`config.mk`:
```
export PLATFORM = sky130hd
export DESIGN_NAME = thermal_override_hysteresis
export DESIGN_NICKNAME = d
export VERILOG_FILES = /design/src/thermal_override_pkg.sv /design/src/channel_status_if.sv /design/src/channel_hysteresis.sv /design/src/fan_duty_select.sv /design/src/thermal_override_hysteresis.sv
export VERILOG_INCLUDE_DIRS = /design/src
export SDC_FILE = /design/constraint.sdc
export NUM_CORES = 1
export LEC_CHECK = 0
export BUFFER_PORTS_ARGS = -buffer_cell sky130_fd_sc_hd__buf_4
export CAP_MARGIN = 10
export CORE_ASPECT_RATIO = 0.8
export CORE_MARGIN = 3
export CORE_UTILIZATION = 45
export CTS_CLUSTER_DIAMETER = 100
export DETAILED_ROUTE_END_ITERATION = 8
export GPL_TIMING_DRIVEN = 0
export PLACE_DENSITY = 0.68
export RECOVER_POWER = 50
export SYNTH_ARGS = -nofsm -noshare
export SYNTH_HDL_FRONTEND = slang
export SYNTH_SLANG_ARGS = --single-unit
```
`constraint.sdc`:
```
create_clock -name sys_clk -period 5.6 [get_ports sys_clk]
set_clock_uncertainty 0.1 [all_clocks]
set_input_delay 0.28 -clock sys_clk [delete_from_list [all_inputs] [get_ports sys_clk]]
set_output_delay 0.28 -clock sys_clk [all_outputs]
set_load 0.005 [all_outputs]
```
`src/thermal_override_map.svh`:
```
`ifndef THERMAL_OVERRIDE_MAP_SVH
`define THERMAL_OVERRIDE_MAP_SVH

// ----------------------------------------------------------------
// register offsets
// ----------------------------------------------------------------
`define FAN_MIN_SPIN_CONTROL_ADDR     8'h62
`define REMOTE1_CRITICAL_LIMIT_ADDR   8'h6a
`define LOCAL_CRITICAL_LIMIT_ADDR     8'h6b
`define REMOTE2_CRITICAL_LIMIT_ADDR   8'h6c
`define REMOTE1_LOCAL_HYSTERESIS_ADDR 8'h6d
`define REMOTE2_HYSTERESIS_ADDR       8'h6e

// ----------------------------------------------------------------
// reset values
// ----------------------------------------------------------------
`define CRITICAL_LIMIT_RST            8'ha4
`define HYSTERESIS_RST                4'h4
`define FAN_MIN_SPIN_CONTROL_RST      8'h00
`define UNMAPPED_READ_VALUE           8'h00

// ----------------------------------------------------------------
// field positions
// ----------------------------------------------------------------
`define FAN1_KEEP_SPINNING_BIT        5
`define FAN2_KEEP_SPINNING_BIT        6
`define FAN3_KEEP_SPINNING_BIT        7
`define HYST_HI_MSB                   7
`define HYST_HI_LSB                   4
`define HYST_LO_MSB                   3
`define HYST_LO_LSB                   0

// ----------------------------------------------------------------
// duty codes
// ----------------------------------------------------------------
`define FULL_DUTY                     8'hff
`define ZERO_DUTY                     8'h00

`endif

```
`src/thermal_override_pkg.sv`:
```
package thermal_override_pkg;

  typedef logic [7:0] temp_t;
  typedef logic [7:0] duty_t;
  typedef logic [3:0] hyst_t;

  typedef enum logic
  {
    st_normal   = 1'b0,
    st_override = 1'b1
  } override_state_e;

  typedef enum logic
  {
    fan_stopped = 1'b0,
    fan_running = 1'b1
  } fan_state_e;

endpackage : thermal_override_pkg

```
`src/channel_status_if.sv`:
```
`timescale 1ns/100ps

interface channel_status_if;

  thermal_override_pkg::temp_t temperature;
  thermal_override_pkg::temp_t critical_temp_limit;
  thermal_override_pkg::temp_t fan_start_temperature;
  thermal_override_pkg::hyst_t temperature_hysteresis;
  logic                        override_active;
  logic                        fan_on;
  logic                        below_start;

  modport monitor
  (
    input  temperature,
    input  critical_temp_limit,
    input  fan_start_temperature,
    input  temperature_hysteresis,
    output override_active,
    output fan_on,
    output below_start
  );

  modport control
  (
    output temperature,
    output critical_temp_limit,
    output fan_start_temperature,
    output temperature_hysteresis,
    input  override_active,
    input  fan_on,
    input  below_start
  );

endinterface : channel_status_if

```
`src/channel_hysteresis.sv`:
```
`timescale 1ns/100ps

module channel_hysteresis
(
  input wire logic             sys_clk,
  input wire logic             rst_n,
  input wire logic             clk_en,
  channel_status_if.monitor    chan
);

  thermal_override_pkg::override_state_e state_ff;
  thermal_override_pkg::override_state_e nxt_state;
  thermal_override_pkg::fan_state_e      fan_ff;
  thermal_override_pkg::fan_state_e      nxt_fan;
  logic                                  below_ff;
  logic [8:0]                            temp_plus_hyst;

  // adding to the temperature avoids underflow of limit minus hysteresis;
  // a zero hysteresis then releases just below the threshold
  assign temp_plus_hyst = {1'b0, chan.temperature} + {5'h00, chan.temperature_hysteresis};

  always_comb
  begin
    nxt_state = state_ff;
    unique case (state_ff)
      thermal_override_pkg::st_normal:
        if (chan.temperature > chan.critical_temp_limit)
          nxt_state = thermal_override_pkg::st_override;
      thermal_override_pkg::st_override:
        if (temp_plus_hyst < {1'b0, chan.critical_temp_limit})
          nxt_state = thermal_override_pkg::st_normal;
    endcase
  end

  always_comb
  begin
    nxt_fan = fan_ff;
    unique case (fan_ff)
      thermal_override_pkg::fan_stopped:
        if (chan.temperature > chan.fan_start_temperature)
          nxt_fan = thermal_override_pkg::fan_running;
      thermal_override_pkg::fan_running:
        if (temp_plus_hyst < {1'b0, chan.fan_start_temperature})
          nxt_fan = thermal_override_pkg::fan_stopped;
    endcase
  end

  always_ff @(posedge sys_clk or negedge rst_n)
  begin
    if (!rst_n)
      state_ff <= thermal_override_pkg::st_normal;
    else if (clk_en)
      state_ff <= nxt_state;
  end

  always_ff @(posedge sys_clk or negedge rst_n)
  begin
    if (!rst_n)
      fan_ff <= thermal_override_pkg::fan_stopped;
    else if (clk_en)
      fan_ff <= nxt_fan;
  end

  always_ff @(posedge sys_clk or negedge rst_n)
  begin
    if (!rst_n)
      below_ff <= 1'b0;
    else if (clk_en)
      below_ff <= (chan.temperature < chan.fan_start_temperature);
  end

  assign chan.override_active = (state_ff == thermal_override_pkg::st_override);
  assign chan.fan_on          = (fan_ff == thermal_override_pkg::fan_running);
  assign chan.below_start     = below_ff;

endmodule : channel_hysteresis

```
`src/fan_duty_select.sv`:
```
`timescale 1ns/100ps
`include "thermal_override_map.svh"

module fan_duty_select
(
  input  wire logic                        sys_clk,
  input  wire logic                        rst_n,
  input  wire logic                        clk_en,
  input  wire logic                        any_override,
  input  wire logic                        fan_on,
  input  wire logic                        below_start,
  input  wire logic                        keep_spinning,
  input  wire thermal_override_pkg::duty_t auto_duty,
  input  wire thermal_override_pkg::duty_t minimum_duty_cycle,
  output thermal_override_pkg::duty_t      duty_ff
);

  thermal_override_pkg::duty_t nxt_duty;

  always_comb
  begin
    if (any_override)
      nxt_duty = `FULL_DUTY;
    else if (keep_spinning && (below_start || !fan_on))
      nxt_duty = minimum_duty_cycle;
    else if (!fan_on)
      nxt_duty = `ZERO_DUTY;
    else
      nxt_duty = auto_duty;
  end

  always_ff @(posedge sys_clk or negedge rst_n)
  begin
    if (!rst_n)
      duty_ff <= `ZERO_DUTY;
    else if (clk_en)
      duty_ff <= nxt_duty;
  end

endmodule : fan_duty_select

```
`src/thermal_override_hysteresis.sv`:
```
// Overview of operation
// - any channel above its critical limit forces every fan to full duty.
// - full duty holds until that channel drops below limit minus hysteresis.
// - every hysteresis field resets to four degrees.
// - hysteresis is a four-bit field in one-degree steps, one to fifteen.
// - zero hysteresis means none; software should never program zero.
// - the critical override cannot be masked by any fan configuration.
// - three 8-bit critical limits, remote 1, local, remote 2, reset 100 degrees.
// - first hysteresis register: remote 1 upper nibble, local lower nibble.
// - second hysteresis register: remote 2 in upper nibble.
// - one hysteresis per channel serves override release and fan turn-off.
// - keep-spinning bit zero stops the fan below threshold minus hysteresis.
// - keep-spinning bit one holds minimum duty as soon as the channel drops below the threshold.
// - for a keep-spinning fan, hysteresis has no effect below the threshold.
`timescale 1ns/100ps
`include "thermal_override_map.svh"

module thermal_override_hysteresis
#(
  parameter int NUM_CHANNELS = 3
)
(
  input  wire logic                                           sys_clk,
  input  wire logic                                           rst_n,
  input  wire logic                                           clk_en,
  input  wire logic [7:0]                                     reg_addr,
  input  wire logic                                           reg_wr_en,
  input  wire logic [7:0]                                     reg_wdata,
  input  wire logic                                           reg_rd_en,
  input  wire thermal_override_pkg::temp_t [NUM_CHANNELS-1:0] temperature,
  input  wire thermal_override_pkg::temp_t [NUM_CHANNELS-1:0] fan_start_temperature,
  input  wire thermal_override_pkg::duty_t [NUM_CHANNELS-1:0] auto_duty,
  input  wire thermal_override_pkg::duty_t [NUM_CHANNELS-1:0] minimum_duty_cycle,
  output logic [7:0]                                          reg_rdata_ff,
  output logic                                                reg_rd_valid_ff,
  output thermal_override_pkg::duty_t [NUM_CHANNELS-1:0]      fan_duty,
  output logic                                                critical_thermal_ff,
  output logic [NUM_CHANNELS-1:0]                             channel_override
);

  // ----------------------------------------------------------------
  // register state
  // ----------------------------------------------------------------
  logic [7:0]                                          fan_min_spin_control_ff;
  thermal_override_pkg::temp_t [NUM_CHANNELS-1:0]      critical_temp_limit_ff;
  thermal_override_pkg::hyst_t [NUM_CHANNELS-1:0]      temperature_hysteresis_ff;
  logic [NUM_CHANNELS-1:0]                             fan_keep_spinning;
  logic [NUM_CHANNELS-1:0]                             fan_on_vec;
  logic [NUM_CHANNELS-1:0]                             below_start_vec;
  logic                                                any_override;
  logic [7:0]                                          nxt_rdata;

  channel_status_if chan_bus [NUM_CHANNELS] ();

  // ----------------------------------------------------------------
  // keep-spinning bits
  // ----------------------------------------------------------------
  assign fan_keep_spinning[0] = fan_min_spin_control_ff[`FAN1_KEEP_SPINNING_BIT];
  assign fan_keep_spinning[1] = fan_min_spin_control_ff[`FAN2_KEEP_SPINNING_BIT];
  assign fan_keep_spinning[2] = fan_min_spin_control_ff[`FAN3_KEEP_SPINNING_BIT];

  // ----------------------------------------------------------------
  // register writes
  // ----------------------------------------------------------------
  // low bits of the spin control register are stored and read back
  // so software sees exactly what it wrote
  always_ff @(posedge sys_clk or negedge rst_n)
  begin
    if (!rst_n)
      fan_min_spin_control_ff <= `FAN_MIN_SPIN_CONTROL_RST;
    else if (clk_en && reg_wr_en && (reg_addr == `FAN_MIN_SPIN_CONTROL_ADDR))
      fan_min_spin_control_ff <= reg_wdata;
  end

  always_ff @(posedge sys_clk or negedge rst_n)
  begin
    if (!rst_n)
    begin
      critical_temp_limit_ff[0] <= `CRITICAL_LIMIT_RST;
      critical_temp_limit_ff[1] <= `CRITICAL_LIMIT_RST;
      critical_temp_limit_ff[2] <= `CRITICAL_LIMIT_RST;
    end
    else if (clk_en && reg_wr_en)
    begin
      unique case (reg_addr)
        `REMOTE1_CRITICAL_LIMIT_ADDR: critical_temp_limit_ff[0] <= reg_wdata;
        `LOCAL_CRITICAL_LIMIT_ADDR:   critical_temp_limit_ff[1] <= reg_wdata;
        `REMOTE2_CRITICAL_LIMIT_ADDR: critical_temp_limit_ff[2] <= reg_wdata;
        default:                      ;
      endcase
    end
  end

  always_ff @(posedge sys_clk or negedge rst_n)
  begin
    if (!rst_n)
    begin
      temperature_hysteresis_ff[0] <= `HYSTERESIS_RST;
      temperature_hysteresis_ff[1] <= `HYSTERESIS_RST;
      temperature_hysteresis_ff[2] <= `HYSTERESIS_RST;
    end
    else if (clk_en && reg_wr_en)
    begin
      // full four-bit nibble stored as written
      // zero is accepted and simply disables hysteresis
      // remote 1 high nibble, local low nibble
      if (reg_addr == `REMOTE1_LOCAL_HYSTERESIS_ADDR)
      begin
        temperature_hysteresis_ff[0] <= reg_wdata[`HYST_HI_MSB:`HYST_HI_LSB];
        temperature_hysteresis_ff[1] <= reg_wdata[`HYST_LO_MSB:`HYST_LO_LSB];
      end
      if (reg_addr == `REMOTE2_HYSTERESIS_ADDR)
        temperature_hysteresis_ff[2] <= reg_wdata[`HYST_HI_MSB:`HYST_HI_LSB];
    end
  end

  // ----------------------------------------------------------------
  // register reads
  // ----------------------------------------------------------------
  always_comb
  begin
    unique case (reg_addr)
      `FAN_MIN_SPIN_CONTROL_ADDR:     nxt_rdata = fan_min_spin_control_ff;
      `REMOTE1_CRITICAL_LIMIT_ADDR:   nxt_rdata = critical_temp_limit_ff[0];
      `LOCAL_CRITICAL_LIMIT_ADDR:     nxt_rdata = critical_temp_limit_ff[1];
      `REMOTE2_CRITICAL_LIMIT_ADDR:   nxt_rdata = critical_temp_limit_ff[2];
      `REMOTE1_LOCAL_HYSTERESIS_ADDR: nxt_rdata = {temperature_hysteresis_ff[0], temperature_hysteresis_ff[1]};
      // unused low nibble reads zero
      `REMOTE2_HYSTERESIS_ADDR:       nxt_rdata = {temperature_hysteresis_ff[2], 4'h0};
      default:                        nxt_rdata = `UNMAPPED_READ_VALUE;
    endcase
  end

  always_ff @(posedge sys_clk or negedge rst_n)
  begin
    if (!rst_n)
      reg_rdata_ff <= `UNMAPPED_READ_VALUE;
    else if (clk_en && reg_rd_en)
      reg_rdata_ff <= nxt_rdata;
  end

  always_ff @(posedge sys_clk or negedge rst_n)
  begin
    if (!rst_n)
      reg_rd_valid_ff <= 1'b0;
    else if (clk_en)
      reg_rd_valid_ff <= reg_rd_en;
  end

  // ----------------------------------------------------------------
  // per-channel hysteresis and per-fan duty
  // ----------------------------------------------------------------
  // fan n follows channel n; the channel-to-fan routing of the full
  // controller sits outside this block
  for (genvar g = 0; g < NUM_CHANNELS; g++)
  begin : g_chan
    assign chan_bus[g].temperature            = temperature[g];
    assign chan_bus[g].critical_temp_limit    = critical_temp_limit_ff[g];
    assign chan_bus[g].fan_start_temperature  = fan_start_temperature[g];
    // one hysteresis per channel, both uses
    assign chan_bus[g].temperature_hysteresis = temperature_hysteresis_ff[g];
    assign channel_override[g]                = chan_bus[g].override_active;
    assign fan_on_vec[g]                      = chan_bus[g].fan_on;
    assign below_start_vec[g]                 = chan_bus[g].below_start;

    channel_hysteresis u_channel_hysteresis
    (
      .sys_clk (sys_clk),
      .rst_n   (rst_n),
      .clk_en  (clk_en),
      .chan    (chan_bus[g])
    );

    fan_duty_select u_fan_duty_select
    (
      .sys_clk            (sys_clk),
      .rst_n              (rst_n),
      .clk_en             (clk_en),
      .any_override       (any_override),
      .fan_on             (fan_on_vec[g]),
      .below_start        (below_start_vec[g]),
      .keep_spinning      (fan_keep_spinning[g]),
      .auto_duty          (auto_duty[g]),
      .minimum_duty_cycle (minimum_duty_cycle[g]),
      .duty_ff            (fan_duty[g])
    );
  end

  // ----------------------------------------------------------------
  // override combine
  // ----------------------------------------------------------------
  // any channel flag forces all fans
  assign any_override = |channel_override;

  // registered copy so the pin matches the fan duty timing
  always_ff @(posedge sys_clk or negedge rst_n)
  begin
    if (!rst_n)
      critical_thermal_ff <= 1'b0;
    else if (clk_en)
      critical_thermal_ff <= any_override;
  end

endmodule : thermal_override_hysteresis

```
* Word-level counts from Yosys, hierarchy flattened
Cells that the tools add are included.
** Word-level totals
- Register bits after elaboration :: 87
- Input bits :: 117
- Word-level logic and storage cells :: 98
** Cells by class
- Add/sub/neg operators :: 3
- Order comparisons :: 15
- Equality and inequality tests :: 6
- Mux-type cells :: 28
- Bitwise logic cells :: 6
- Reduce and logical (&&, ||, !) cells :: 18
** Operator list (number)
- 8-bit two-way mux :: 9
- 9-bit by 8-bit < comparator with 1-bit output :: 6
- 8-bit by 7-bit equality test with 1-bit output (second input constant) :: 6
- 8-bit greater-than comparator :: 6
- 8-bit one-hot mux with 6 select lines :: 1
- 8-bit by 4-bit adder with 9-bit output :: 3
- 8-bit < comparator :: 3
- 1-bit two-way mux :: 12
- 1-bit one-hot mux with 2 select lines :: 6
- 2-bit AND reduction :: 5
- 1-bit logical AND :: 6
- 1-bit NOT :: 6
- 1-bit zero test :: 3
- 1-bit logical OR :: 3
- 3-bit OR reduction :: 1

* Longest topological paths before layout
Gate-level depths: netlist of the first run.
- Depth in word-level cells :: 5
- Depth in mapped cells :: 12
- Depth with buffers taken out :: 12

* Modules after synthesis
From an unflattened synthesis of the first run, not the netlist that was laid out.
** Unflattened totals
- Cell total of the unflattened synthesis :: 708
- Area total of the unflattened synthesis :: 6865.3 um^2
** By module, submodules not included
- thermal_override_hysteresis :: times used 1, cells an instance 188, area each 2504.9 um^2, seq. area each 1366.3 um^2
- fan_duty_select :: times used 3, cells an instance 47, area each 434.2 um^2, seq. area each 200.2 um^2
- channel_hysteresis at g_chan[2].u_channel_hysteresis :: times used 1, cells an instance 127, area each 1032.2 um^2, seq. area each 75.1 um^2
- channel_hysteresis at g_chan[1].u_channel_hysteresis :: times used 1, cells an instance 126, area each 1017.2 um^2, seq. area each 75.1 um^2
- channel_hysteresis at g_chan[0].u_channel_hysteresis :: times used 1, cells an instance 126, area each 1008.5 um^2, seq. area each 75.1 um^2

* Least setup slack after synthesis of the first run
Ideal clock, no wire load.
- Kind :: reg-to-reg
- Start :: register temperature_hysteresis_ff, in the netlist chan_bus[0].temperature_hysteresis[0]
- End :: register g_chan[0].u_channel_hysteresis.fan_ff
- Library setup time :: 138 ps
- Arrival time :: 2375 ps
- Data required time :: 5362 ps
- Path slack :: 2988 ps
- Cell stages (with the launch flop) :: 13
- Period minus slack after synthesis :: 2612 ps
- Cell sequence :: dfrtp_1 > ha_1 > inv_1 > fa_1 > nand2b_1 > a21oi_1 > and3_1 > xor2_1 > ha_1 > o211ai_1 > nor2_1 > a21oi_1 > o211ai_1
** Between the ends
- Word-level cells in the longest chain between the ends :: 4
** Ends and longest elaborated chain
- start: declaration :: line thermal_override_hysteresis.sv:46 : thermal_override_pkg::hyst_t [NUM_CHANNELS-1:0] temperature_hysteresis_ff;
- 8-bit by 4-bit adder with 9-bit output :: line channel_hysteresis.sv:20 : assign temp_plus_hyst = {1'b0, chan.temperature} + {5'h00, chan.temperature_hysteresis};
- 9-bit by 8-bit < comparator with 1-bit output :: line channel_hysteresis.sv:43 : if (temp_plus_hyst < {1'b0, chan.fan_start_temperature})
- 1-bit two-way mux :: line channel_hysteresis.sv:43
- 1-bit one-hot mux with 2 select lines :: line channel_hysteresis.sv:38 : unique case (fan_ff)
- end signal: assignment :: line channel_hysteresis.sv:59 : fan_ff <= thermal_override_pkg::fan_stopped;
- end signal: assignment :: line channel_hysteresis.sv:61 : fan_ff <= nxt_fan;
- end: declaration :: line channel_hysteresis.sv:13 : thermal_override_pkg::fan_state_e fan_ff;
Every way passes these cells.
A chain may end at the register's enable or synchronous reset.

* Final worst setup path of the first run
- Start :: register temperature_hysteresis_ff, in the netlist chan_bus[2].temperature_hysteresis[0]
- End :: register g_chan[2].u_channel_hysteresis.fan_ff
** Between the ends
- Word-level cells in the longest chain between the ends :: 4
** Ends and longest elaborated chain (line)
- 8-bit by 4-bit adder with 9-bit output :: channel_hysteresis.sv:20
- 9-bit by 8-bit < comparator with 1-bit output :: channel_hysteresis.sv:43
- 1-bit two-way mux :: channel_hysteresis.sv:43
- 1-bit one-hot mux with 2 select lines :: channel_hysteresis.sv:38
- end signal: assignment :: channel_hysteresis.sv:59
- end signal: assignment :: channel_hysteresis.sv:61
- end: declaration :: channel_hysteresis.sv:13
Every way passes these cells.

==> qor.yml, run 1 <==
status:
  status: "finished, final reports clean"
setup_path:
  reg2reg_depth: 12
  cp-start-kind: "register"
  endpoint_kind: "register"
  r2r_end: "g_chan[2].u_channel_hysteresis.chan.fan_on$_DFFE_PN0P_"
  cp.required_ns: 5.71
  reg2reg_from: "chan_bus[2].temperature_hysteresis[0]$_DFFE_PN0P_"
  critPathMaxFanout: 3
  crit_arrival_ns: 3.21
  crit_type: "register to register"
  r2r_slack_ns: 2.50
detailed_routing:
  ant_nets: 0
  first_pass_iters: 5
  avgViaCountPerCell: 5.82
  drt_wl_total_um: 19500
  wl_per_cell_um: 18.5
  num_vias: 6145
  drt_iter0_markers: 452
  drc: 0
clocking:
  cts_sinks: 87
  clkTransAtPathRegs_ns: 0.07
  cts_hold_buf: 0
  clk_latency_ns: 0.34
  post_cts_buffers: 0
  cts_buffers: 9
  cts-root-buf: "clkbuf_16"
  tritoncts: "yes"
  h-tree-depth: 3
  ctsResizeCount: 0
  clockBufferDepth: 2
power:
  fin_total_pwr_mw: 1.92
  p_leak_nw: 3.98
  peakVddDrop_mv: 0.171
  powerDensity_nw_per_um2: 227
die:
  start_util_pct: 46.7
  fp.dieH_um: 116
  io_pins: 154
  num_rows: 39
  dieArea_um2: 16600
  die_w_um: 143
  core_um2: 14500
sta:
  setup_ws_ns: 2.50
  period_share_pct: 55.3
  finalHoldViolations: 0
  worst_pin_slew_ns: 1.10
  slew_violations: 0
  max_freq_mhz: 323
  hold-worst-slack_ns: 0.0213
  setup_viol: 0
  setup_tns_ns: 0
  period_needed_ns: 3.10
  slew_headroom_pct: 26.8
  rsz0062_at_grt: "no"
cells_and_area:
  layout-drive-gt1-share_pct: 26.4
  nNetsFinal: 1088
  final_cells: 1055
  area_delta_synth_final_pct: 24.7
  num_antenna_cells: 0
flow_run:
  maxCapViolCount: 0
global_routing:
  overflow: 0
  grt_pass1_vias: 6043
  top_usage_layer: "met2"
  grt_use_total_pct: 23.4
  grt_max_degree: 88
  met1_usage_pct: 34.4
  globalRouteMet2Util_pct: 36.8
  antenna_found_initial: 0
  grt_pass1_wl_um: 31000
  grt_use_met3_pct: 3.84
synthesis:
  synthAdderAreaFrac_pct: 19.7
  synth_seq_area_share_pct: 32.4
  syn-cell-area_um2: 6770
  synth_xor_xnor_area_share_pct: 1.94
  synth_common_cells: "ha_1, dfrtp_1, inv_1, a21oi_1, nor2_1"
  ys_ff_latch: 87
  synth_top_family_by_area: "compound AO/OA/AOI/OAI gates"
  yosysMostFrequentCell: "ha_1"
  async_flop_share_pct: 100
  synth_fp_nets: 926
  yosys.area.top_type: "dfrtp_1"
  synth_top_area_share_pct: 27.7
  yosysUniqueCellTypes: 54
  ys.flop_type: "dfrtp_1"
  synthCells: 704
  synth_compound_area_share_pct: 20.8
  synth-simple-area-share_pct: 13.7
  synth-edff-count: 0
  syn_avg_cell_area_um2: 9.62
  synth_mux_area_share_pct: 6.80
  yosys_warnings: 0
  synthTopCellsByArea: "dfrtp_1, ha_1, mux2_2"
placed_design:
  dp_hpwl_um: 16000
  port_buffers: 151
  placed_cells: 1039
  dp_slack_ns: 2.55
  gp_congestion: 0.929
worst_hold_path:
  hold_path.class: "input pin to async pin"
worst max path at each step:
stage,startpoint,end,slack (ns),cells past startpoint
2_1_floorplan,chan_bus[0].temperature_hysteresis[0]$_DFFE_PN0P_,g_chan[0].u_channel_hysteresis.chan.fan_on$_DFFE_PN0P_,2.99,12
3_3_place_gp,chan_bus[2].temperature_hysteresis[0]$_DFFE_PN0P_,g_chan[2].u_channel_hysteresis.chan.fan_on$_DFFE_PN0P_,2.61,12
3_5_place_dp,chan_bus[2].temperature_hysteresis[0]$_DFFE_PN0P_,g_chan[2].u_channel_hysteresis.chan.fan_on$_DFFE_PN0P_,2.55,12
4_1_cts,chan_bus[2].temperature_hysteresis[0]$_DFFE_PN0P_,g_chan[2].u_channel_hysteresis.chan.fan_on$_DFFE_PN0P_,2.56,12
5_1_grt,chan_bus[2].temperature_hysteresis[0]$_DFFE_PN0P_,g_chan[2].u_channel_hysteresis.chan.fan_on$_DFFE_PN0P_,2.34,12
6_report,chan_bus[2].temperature_hysteresis[0]$_DFFE_PN0P_,g_chan[2].u_channel_hysteresis.chan.fan_on$_DFFE_PN0P_,2.50,12
kinds of logic (layout without fill, tap and decap cells):
kind of cell / after synthesis / count (layout)
adders and majority gates: 105 / 105
muxes: 41 / 41
buffers and inverters: 79 / 246
AOI/OAI and AO/OA: 215 / 215
and+or+nand+nor: 162 / 162
DFF: 87 / 87
xor gates and xnor gates: 15 / 15
sequential cells by signal, summed over array words and instances, names as in the netlist:
name / cells
chan_bus.critical_temp_limit: 24
g_chan.u_fan_duty_select.duty_ff: 24
chan_bus.temperature_hysteresis: 12
fan_min_spin_control_ff: 8
reg_rdata_ff: 8
g_chan.u_channel_hysteresis.chan.below_start: 3
g_chan.u_channel_hysteresis.chan.fan_on: 3
g_chan.u_channel_hysteresis.chan.override_active: 3
critical_thermal_ff: 1
reg_rd_valid_ff: 1
cell usage in the layout, fill, tap and decap left out, drive strengths merged, types with 25 or more instances in the layout:
master  synthesis  final
dfrtp          75     75
a22oi          33     33
ha            102    102
a21oi          60     60
clkbuf          8     35
inv            63     65
buf             8    141
nor2           51     51
nand2          35     35
a211oi         25     25
o21ai          30     30
mux2           40     40
layout make-up:
type / count / area, um^2
sequential: 87 / 2190
clock inverter: 7 / 104
tap: 184 / 230
multi-input combinational: 538 / 4260
fill: 1316 / 6050
timing repair buffer: 151 / 1110
clock buffer: 9 / 225
inverter: 63 / 236
buffer: 16 / 76.3
per-layer routing:
metal | wire (um) | part of all wire [%] | vias up
li1 | - | - | 2965
met1 | 9500 | 49 | 2956
met2 | 8670 | 44 | 195
met3 | 1090 | 5.6 | 29
met4 | 278 | 1.4 | 0
met5 | 0 | 0 | -
worst max-delay path, cell delays in order (launching register included):
cell and delay (ns):
dfrtp_1 0.40, ha_1 0.21, inv_1 0.07, fa_1 0.40
nand2b_1 0.19, a21oi_1 0.23, and3_1 0.20, xor2_1 0.22
ha_1 0.27, o211ai_1 0.23, nor2_1 0.08, a21oi_1 0.24
o211ai_1 0.13
per-stage QoR:
| step | instance area [um^2] | utilization (%) |
|---|---|---|
| floorplan | 6770 | - |
| global placement | 8130 | 56.1 |
| detailed placement | 8130 | 56.1 |
| CTS | 8460 | 58.4 |
| global route | 8440 | 58.3 |
| finish | 8440 | 58.3 |
power by group:
part | leakage [nW] | internal [mW] | switching [mW]
logic | 2.81 | 0.239 | 0.268
registers | 1.02 | 0.694 | 0.0521
clock network | 0.154 | 0.396 | 0.268
total | 3.98 | 1.33 | 0.588
Note: power is estimated with default switching activity, not from simulation.
==> inputs of run 2 (changes only) <==
--- a/config.mk
+++ b/config.mk
@@ -6,6 +6,7 @@
 export SDC_FILE = /design/constraint.sdc
 export NUM_CORES = 1
 export LEC_CHECK = 0
+export ABC_AREA = 1
 export BUFFER_PORTS_ARGS = -buffer_cell sky130_fd_sc_hd__buf_4
 export CAP_MARGIN = 10
 export CORE_ASPECT_RATIO = 0.8
@@ -14,7 +15,7 @@
 export CTS_CLUSTER_DIAMETER = 100
 export DETAILED_ROUTE_END_ITERATION = 8
 export GPL_TIMING_DRIVEN = 0
-export PLACE_DENSITY = 0.68
+export PLACE_DENSITY = 0.71
 export RECOVER_POWER = 50
 export SYNTH_ARGS = -nofsm -noshare
 export SYNTH_HDL_FRONTEND = slang
==> constraint.sdc (replaced) <==
create_clock -name sys_clk -period 2.6 [get_ports sys_clk]
set_clock_uncertainty 0.1 [all_clocks]
set_input_delay 0.13 -clock sys_clk [delete_from_list [all_inputs] [get_ports sys_clk]]
set_output_delay 0.13 -clock sys_clk [all_outputs]
set_load 0.005 [all_outputs]
==> run 2 against run 1 <==
The run now ends with max-capacitance violations, max-slew violations left. Utilization up 3.5 points. Highest routed layer unchanged. Flip-flop and latch count unchanged. Via count up 12%. Final cell count up 27%. Hold slack worse by 0.013 ns. Register-to-register slack worse by 2.4 ns. Clock power up 84%. Combinational power up 90%. Critical path depth up 4.
==> qor.yml, run 2 <==
cells_and_area:
  final_cell_mix: "nand2_1, inv_1, buf_4"
  layout-drive-gt1-share_pct: 17.8  # -8.6 points
  fin_util_pct: 61.7  # +3.5 points
  layout_commonest_cell: "nand2_1"
  nNetsFinal: 1370  # +26%
  area_delta_synth_final_pct: 31.2
  n_fill_cell: 1351  # +2.7%
  num_antenna_cells: 0  # unchanged
clocking:
  clkTransAtPathRegs_ns: 0.06  # about the same
  clockBufferDepth: 2  # unchanged
  cts-root-buf: "clkbuf_16"
  h-tree-depth: 3  # unchanged
  clk_latency_ns: 0.33  # about the same
  cts_buffers: 9  # unchanged
  tritoncts: "yes"
  cts_sinks: 87  # unchanged
synthesis:
  async_flop_share_pct: 100  # unchanged
  synth_top_family_by_area: "simple AND/OR/NAND/NOR gates"
  syn_avg_cell_area_um2: 7.37  # -23%
  yosys.area.top_type: "dfrtp_1"
  synth-simple-area-share_pct: 25.3  # +12 points
  synth_mux_area_share_pct: 0  # -6.8 points
  synth_seq_area_share_pct: 31.8  # -0.56 points
  synth_top_area_share_pct: 27.2  # -0.48 points
  synthAdderAreaFrac_pct: 19.4  # -0.34 points
  yosys_warnings: 0  # unchanged
  synth_common_cells: "nand2_1, inv_1, ha_1, dfrtp_1, nand3_1"
  ys_ff_latch: 87  # unchanged
  synth-edff-count: 0  # unchanged
  synthCells: 935  # +33%
  yosysUniqueCellTypes: 29  # -46%
  synth_compound_area_share_pct: 12.7  # -8.1 points
  synth_xor_xnor_area_share_pct: 1.65  # -0.29 points
  synthTopCellsByArea: "dfrtp_1, ha_1, nand2_1"
  synth_fp_nets: 1157  # +25%
  ys.flop_type: "dfrtp_1"
  syn-cell-area_um2: 6890  # +1.8%
  yosysMostFrequentCell: "nand2_1"
sta:
  finalHoldViolations: 0  # unchanged
  slew_violations: 88  # +88
  max_freq_mhz: 405  # +25%
  slew_headroom_pct: -29.6  # -56 points
  worst_pin_slew_ns: 1.94  # +0.847 ns
  period_share_pct: 95.1  # +40 points
  period_needed_ns: 2.47  # -0.627 ns
  setup_tns_ns: 0  # unchanged
  setup_viol: 0  # unchanged
  rsz0062_at_grt: "yes"
global_routing:
  grt_pass1_wl_um: 32400  # +4.7%
  grt_max_degree: 88  # unchanged
  overflow: 0  # unchanged
  grt_pass1_vias: 6552  # +8.4%
  antenna_found_initial: 0  # unchanged
  grt_use_total_pct: 24.2  # +0.71 points
setup_path:
  critical_path.most_common_cell: "nand2_1"
  crit_start: "chan_bus[1].temperature_hysteresis[2]$_DFFE_PN1P_"
  cp.required_ns: 2.73  # -2.98 ns
  critPathMaxFanout: 4  # +1
  crit_buf_inv: 3  # +2
  crit_type: "register to register"
  endpoint_kind: "register"
  crit_family: "simple AND/OR/NAND/NOR gates"
  cp_cell_sequence: "ha_4 -> a21oi_1 -> nand2_1 -> nand2_1 -> a21oi_1 -> or2_2 -> inv_1 -> ha_1 -> nand2_1 -> inv_1 -> nand2_1 -> nand2_1 -> nand2_1 -> nand2_1 -> nand2_1 -> inv_1"
  cp-start-kind: "register"
  crit_arrival_ns: 2.60  # -0.61 ns
  cpPeakStageDelay_ns: 0.57  # +0.17 ns
  crit_slowest_cell: "dfstp_2"
  reg2reg_from: "chan_bus[1].temperature_hysteresis[2]$_DFFE_PN1P_"
detailed_routing:
  wl_per_cell_um: 15.2  # -18%
  drc: 0  # unchanged
  num_vias: 6890  # +12%
  first_pass_iters: 5  # unchanged
  drt_wl_total_um: 20300  # +4.1%
  avgViaCountPerCell: 5.15  # -12%
  ant_nets: 0  # unchanged
  drt_iter0_markers: 453  # +0.22%
die:
  io_pins: 154  # unchanged
  num_rows: 39  # unchanged
  core_um2: 14600  # +1.0%
  die_w_um: 144  # +0.83%
  start_util_pct: 47.1  # +0.34 points
  fp.dieH_um: 117  # +0.83%
  dieArea_um2: 16800  # +1.7%
placed_design:
  gp_congestion: 0.898  # -3.3%
  port_buffers: 153  # +1.3%
  dp_hpwl_um: 15500  # -3.0%
worst_hold_path:
  hold_path.class: "input pin to register"
  hold_start: "auto_duty[17]"
status:
  violations: "max-capacitance violations, max-slew violations"
  status: "complete, but fails checks"
power:
  powerDensity_nw_per_um2: 405  # +78%
  p_leak_nw: 4.57  # +15%
  peakVddDrop_mv: 0.342  # +99%
flow_run:
  maxCapViolCount: 1  # +1
run 2: cell types whose count changed in the layout (fill, tap and decap cells not counted), moves of 16 or more:
cell and change:
nand2_1 +234, inv_1 +77, nand3_1 +62, dlygate4sd3_1 +45, mux2_2 -40, a22oi_1 -33, a31oi_1 +26, a211oi_1 -25
o21ai_1 +24, buf_4 -16, o211ai_1 -16
run 2: kinds of logic after synthesis:
group,count (synthesis)
AND/OR/NAND/NOR,408
adder cells (fa/ha/maj),105
AO/OA/AOI/OAI,162
XOR/XNOR,13
flip-flops,87
buffers and inverters,160
run 2: worst paths after layout:
kind	slack [ns]	cells after the start	to
max reg2reg	0.13	16	g_chan[1].u_channel_hysteresis.chan.fan_on$_DFFE_PN0P_
max	0.13	16	g_chan[1].u_channel_hysteresis.chan.fan_on$_DFFE_PN0P_
min reg2reg	0.37	2	reg_rd_valid_ff$_DFFE_PN0P_
min in group asynchronous	0.76	2	g_chan[2].u_fan_duty_select.duty_ff[3]$_DFFE_PN0P_
min	0.008	3	g_chan[2].u_fan_duty_select.duty_ff[1]$_DFFE_PN0P_
max in group asynchronous	0.44	2	reg_rdata_ff[3]$_DFFE_PN0P_
run 2: layout make-up:
type,instances,area [um^2],area share (%)
Clock inverter,6,43.8,0.484
Tap cell,184,230,2.55
Multi-Input combinational cell,688,4140,45.8
Buffer,21,93.8,1.04
Inverter,139,522,5.77
Clock buffer,10,239,2.64
Sequential cell,87,2190,24.3
Timing Repair Buffer,202,1580,17.5
run 2: timing repair:
action	CTS	global route
buffers inserted	0	4
hold buffers	45	0
hold endpoints to repair	99	0
gates resized for setup	6	22
endpoints found under the setup margin	6	21
pin swaps	2	5
run 2: tightest hold or removal path: stages:
cell and delay (ns):
buf_4 0.11, nand3_1 0.07, a31oi_1 0.09
run 2: metal layers:
layer / global-route usage, % / vias up / routed length (um)
met1: 34.6 / 3155 / 9580
met3: 4.34 / 14 / 1310
met4: 3.79 / 0 / 206
met2: 39.2 / 226 / 9220
met5: 0 / - / 0
li1: - / 3495 / -
run 2: report_power, final:
part           switching [mW]  internal (mW)  leakage [nW]
sequential             0.0498           1.42          1.02
clock                   0.543          0.679         0.139
combinational           0.529          0.433          3.41
total                    1.12           2.54          4.57
run 2: stage by stage:
step                hold WS, ns  power (mW)  cell area, um^2  setup WS, ns  cells
floorplan                -0.266        2.01             6890         0.237    935
global placement          0.306        2.37             8270        -0.253   1272
CTS                    0.000351        3.66             9010       0.00648   1333
global route             0.0167        3.87             9040       -0.0845   1337
detailed placement        0.293        2.40             8270        -0.270   1272
finish                  0.00846        3.66             9040         0.128   1337
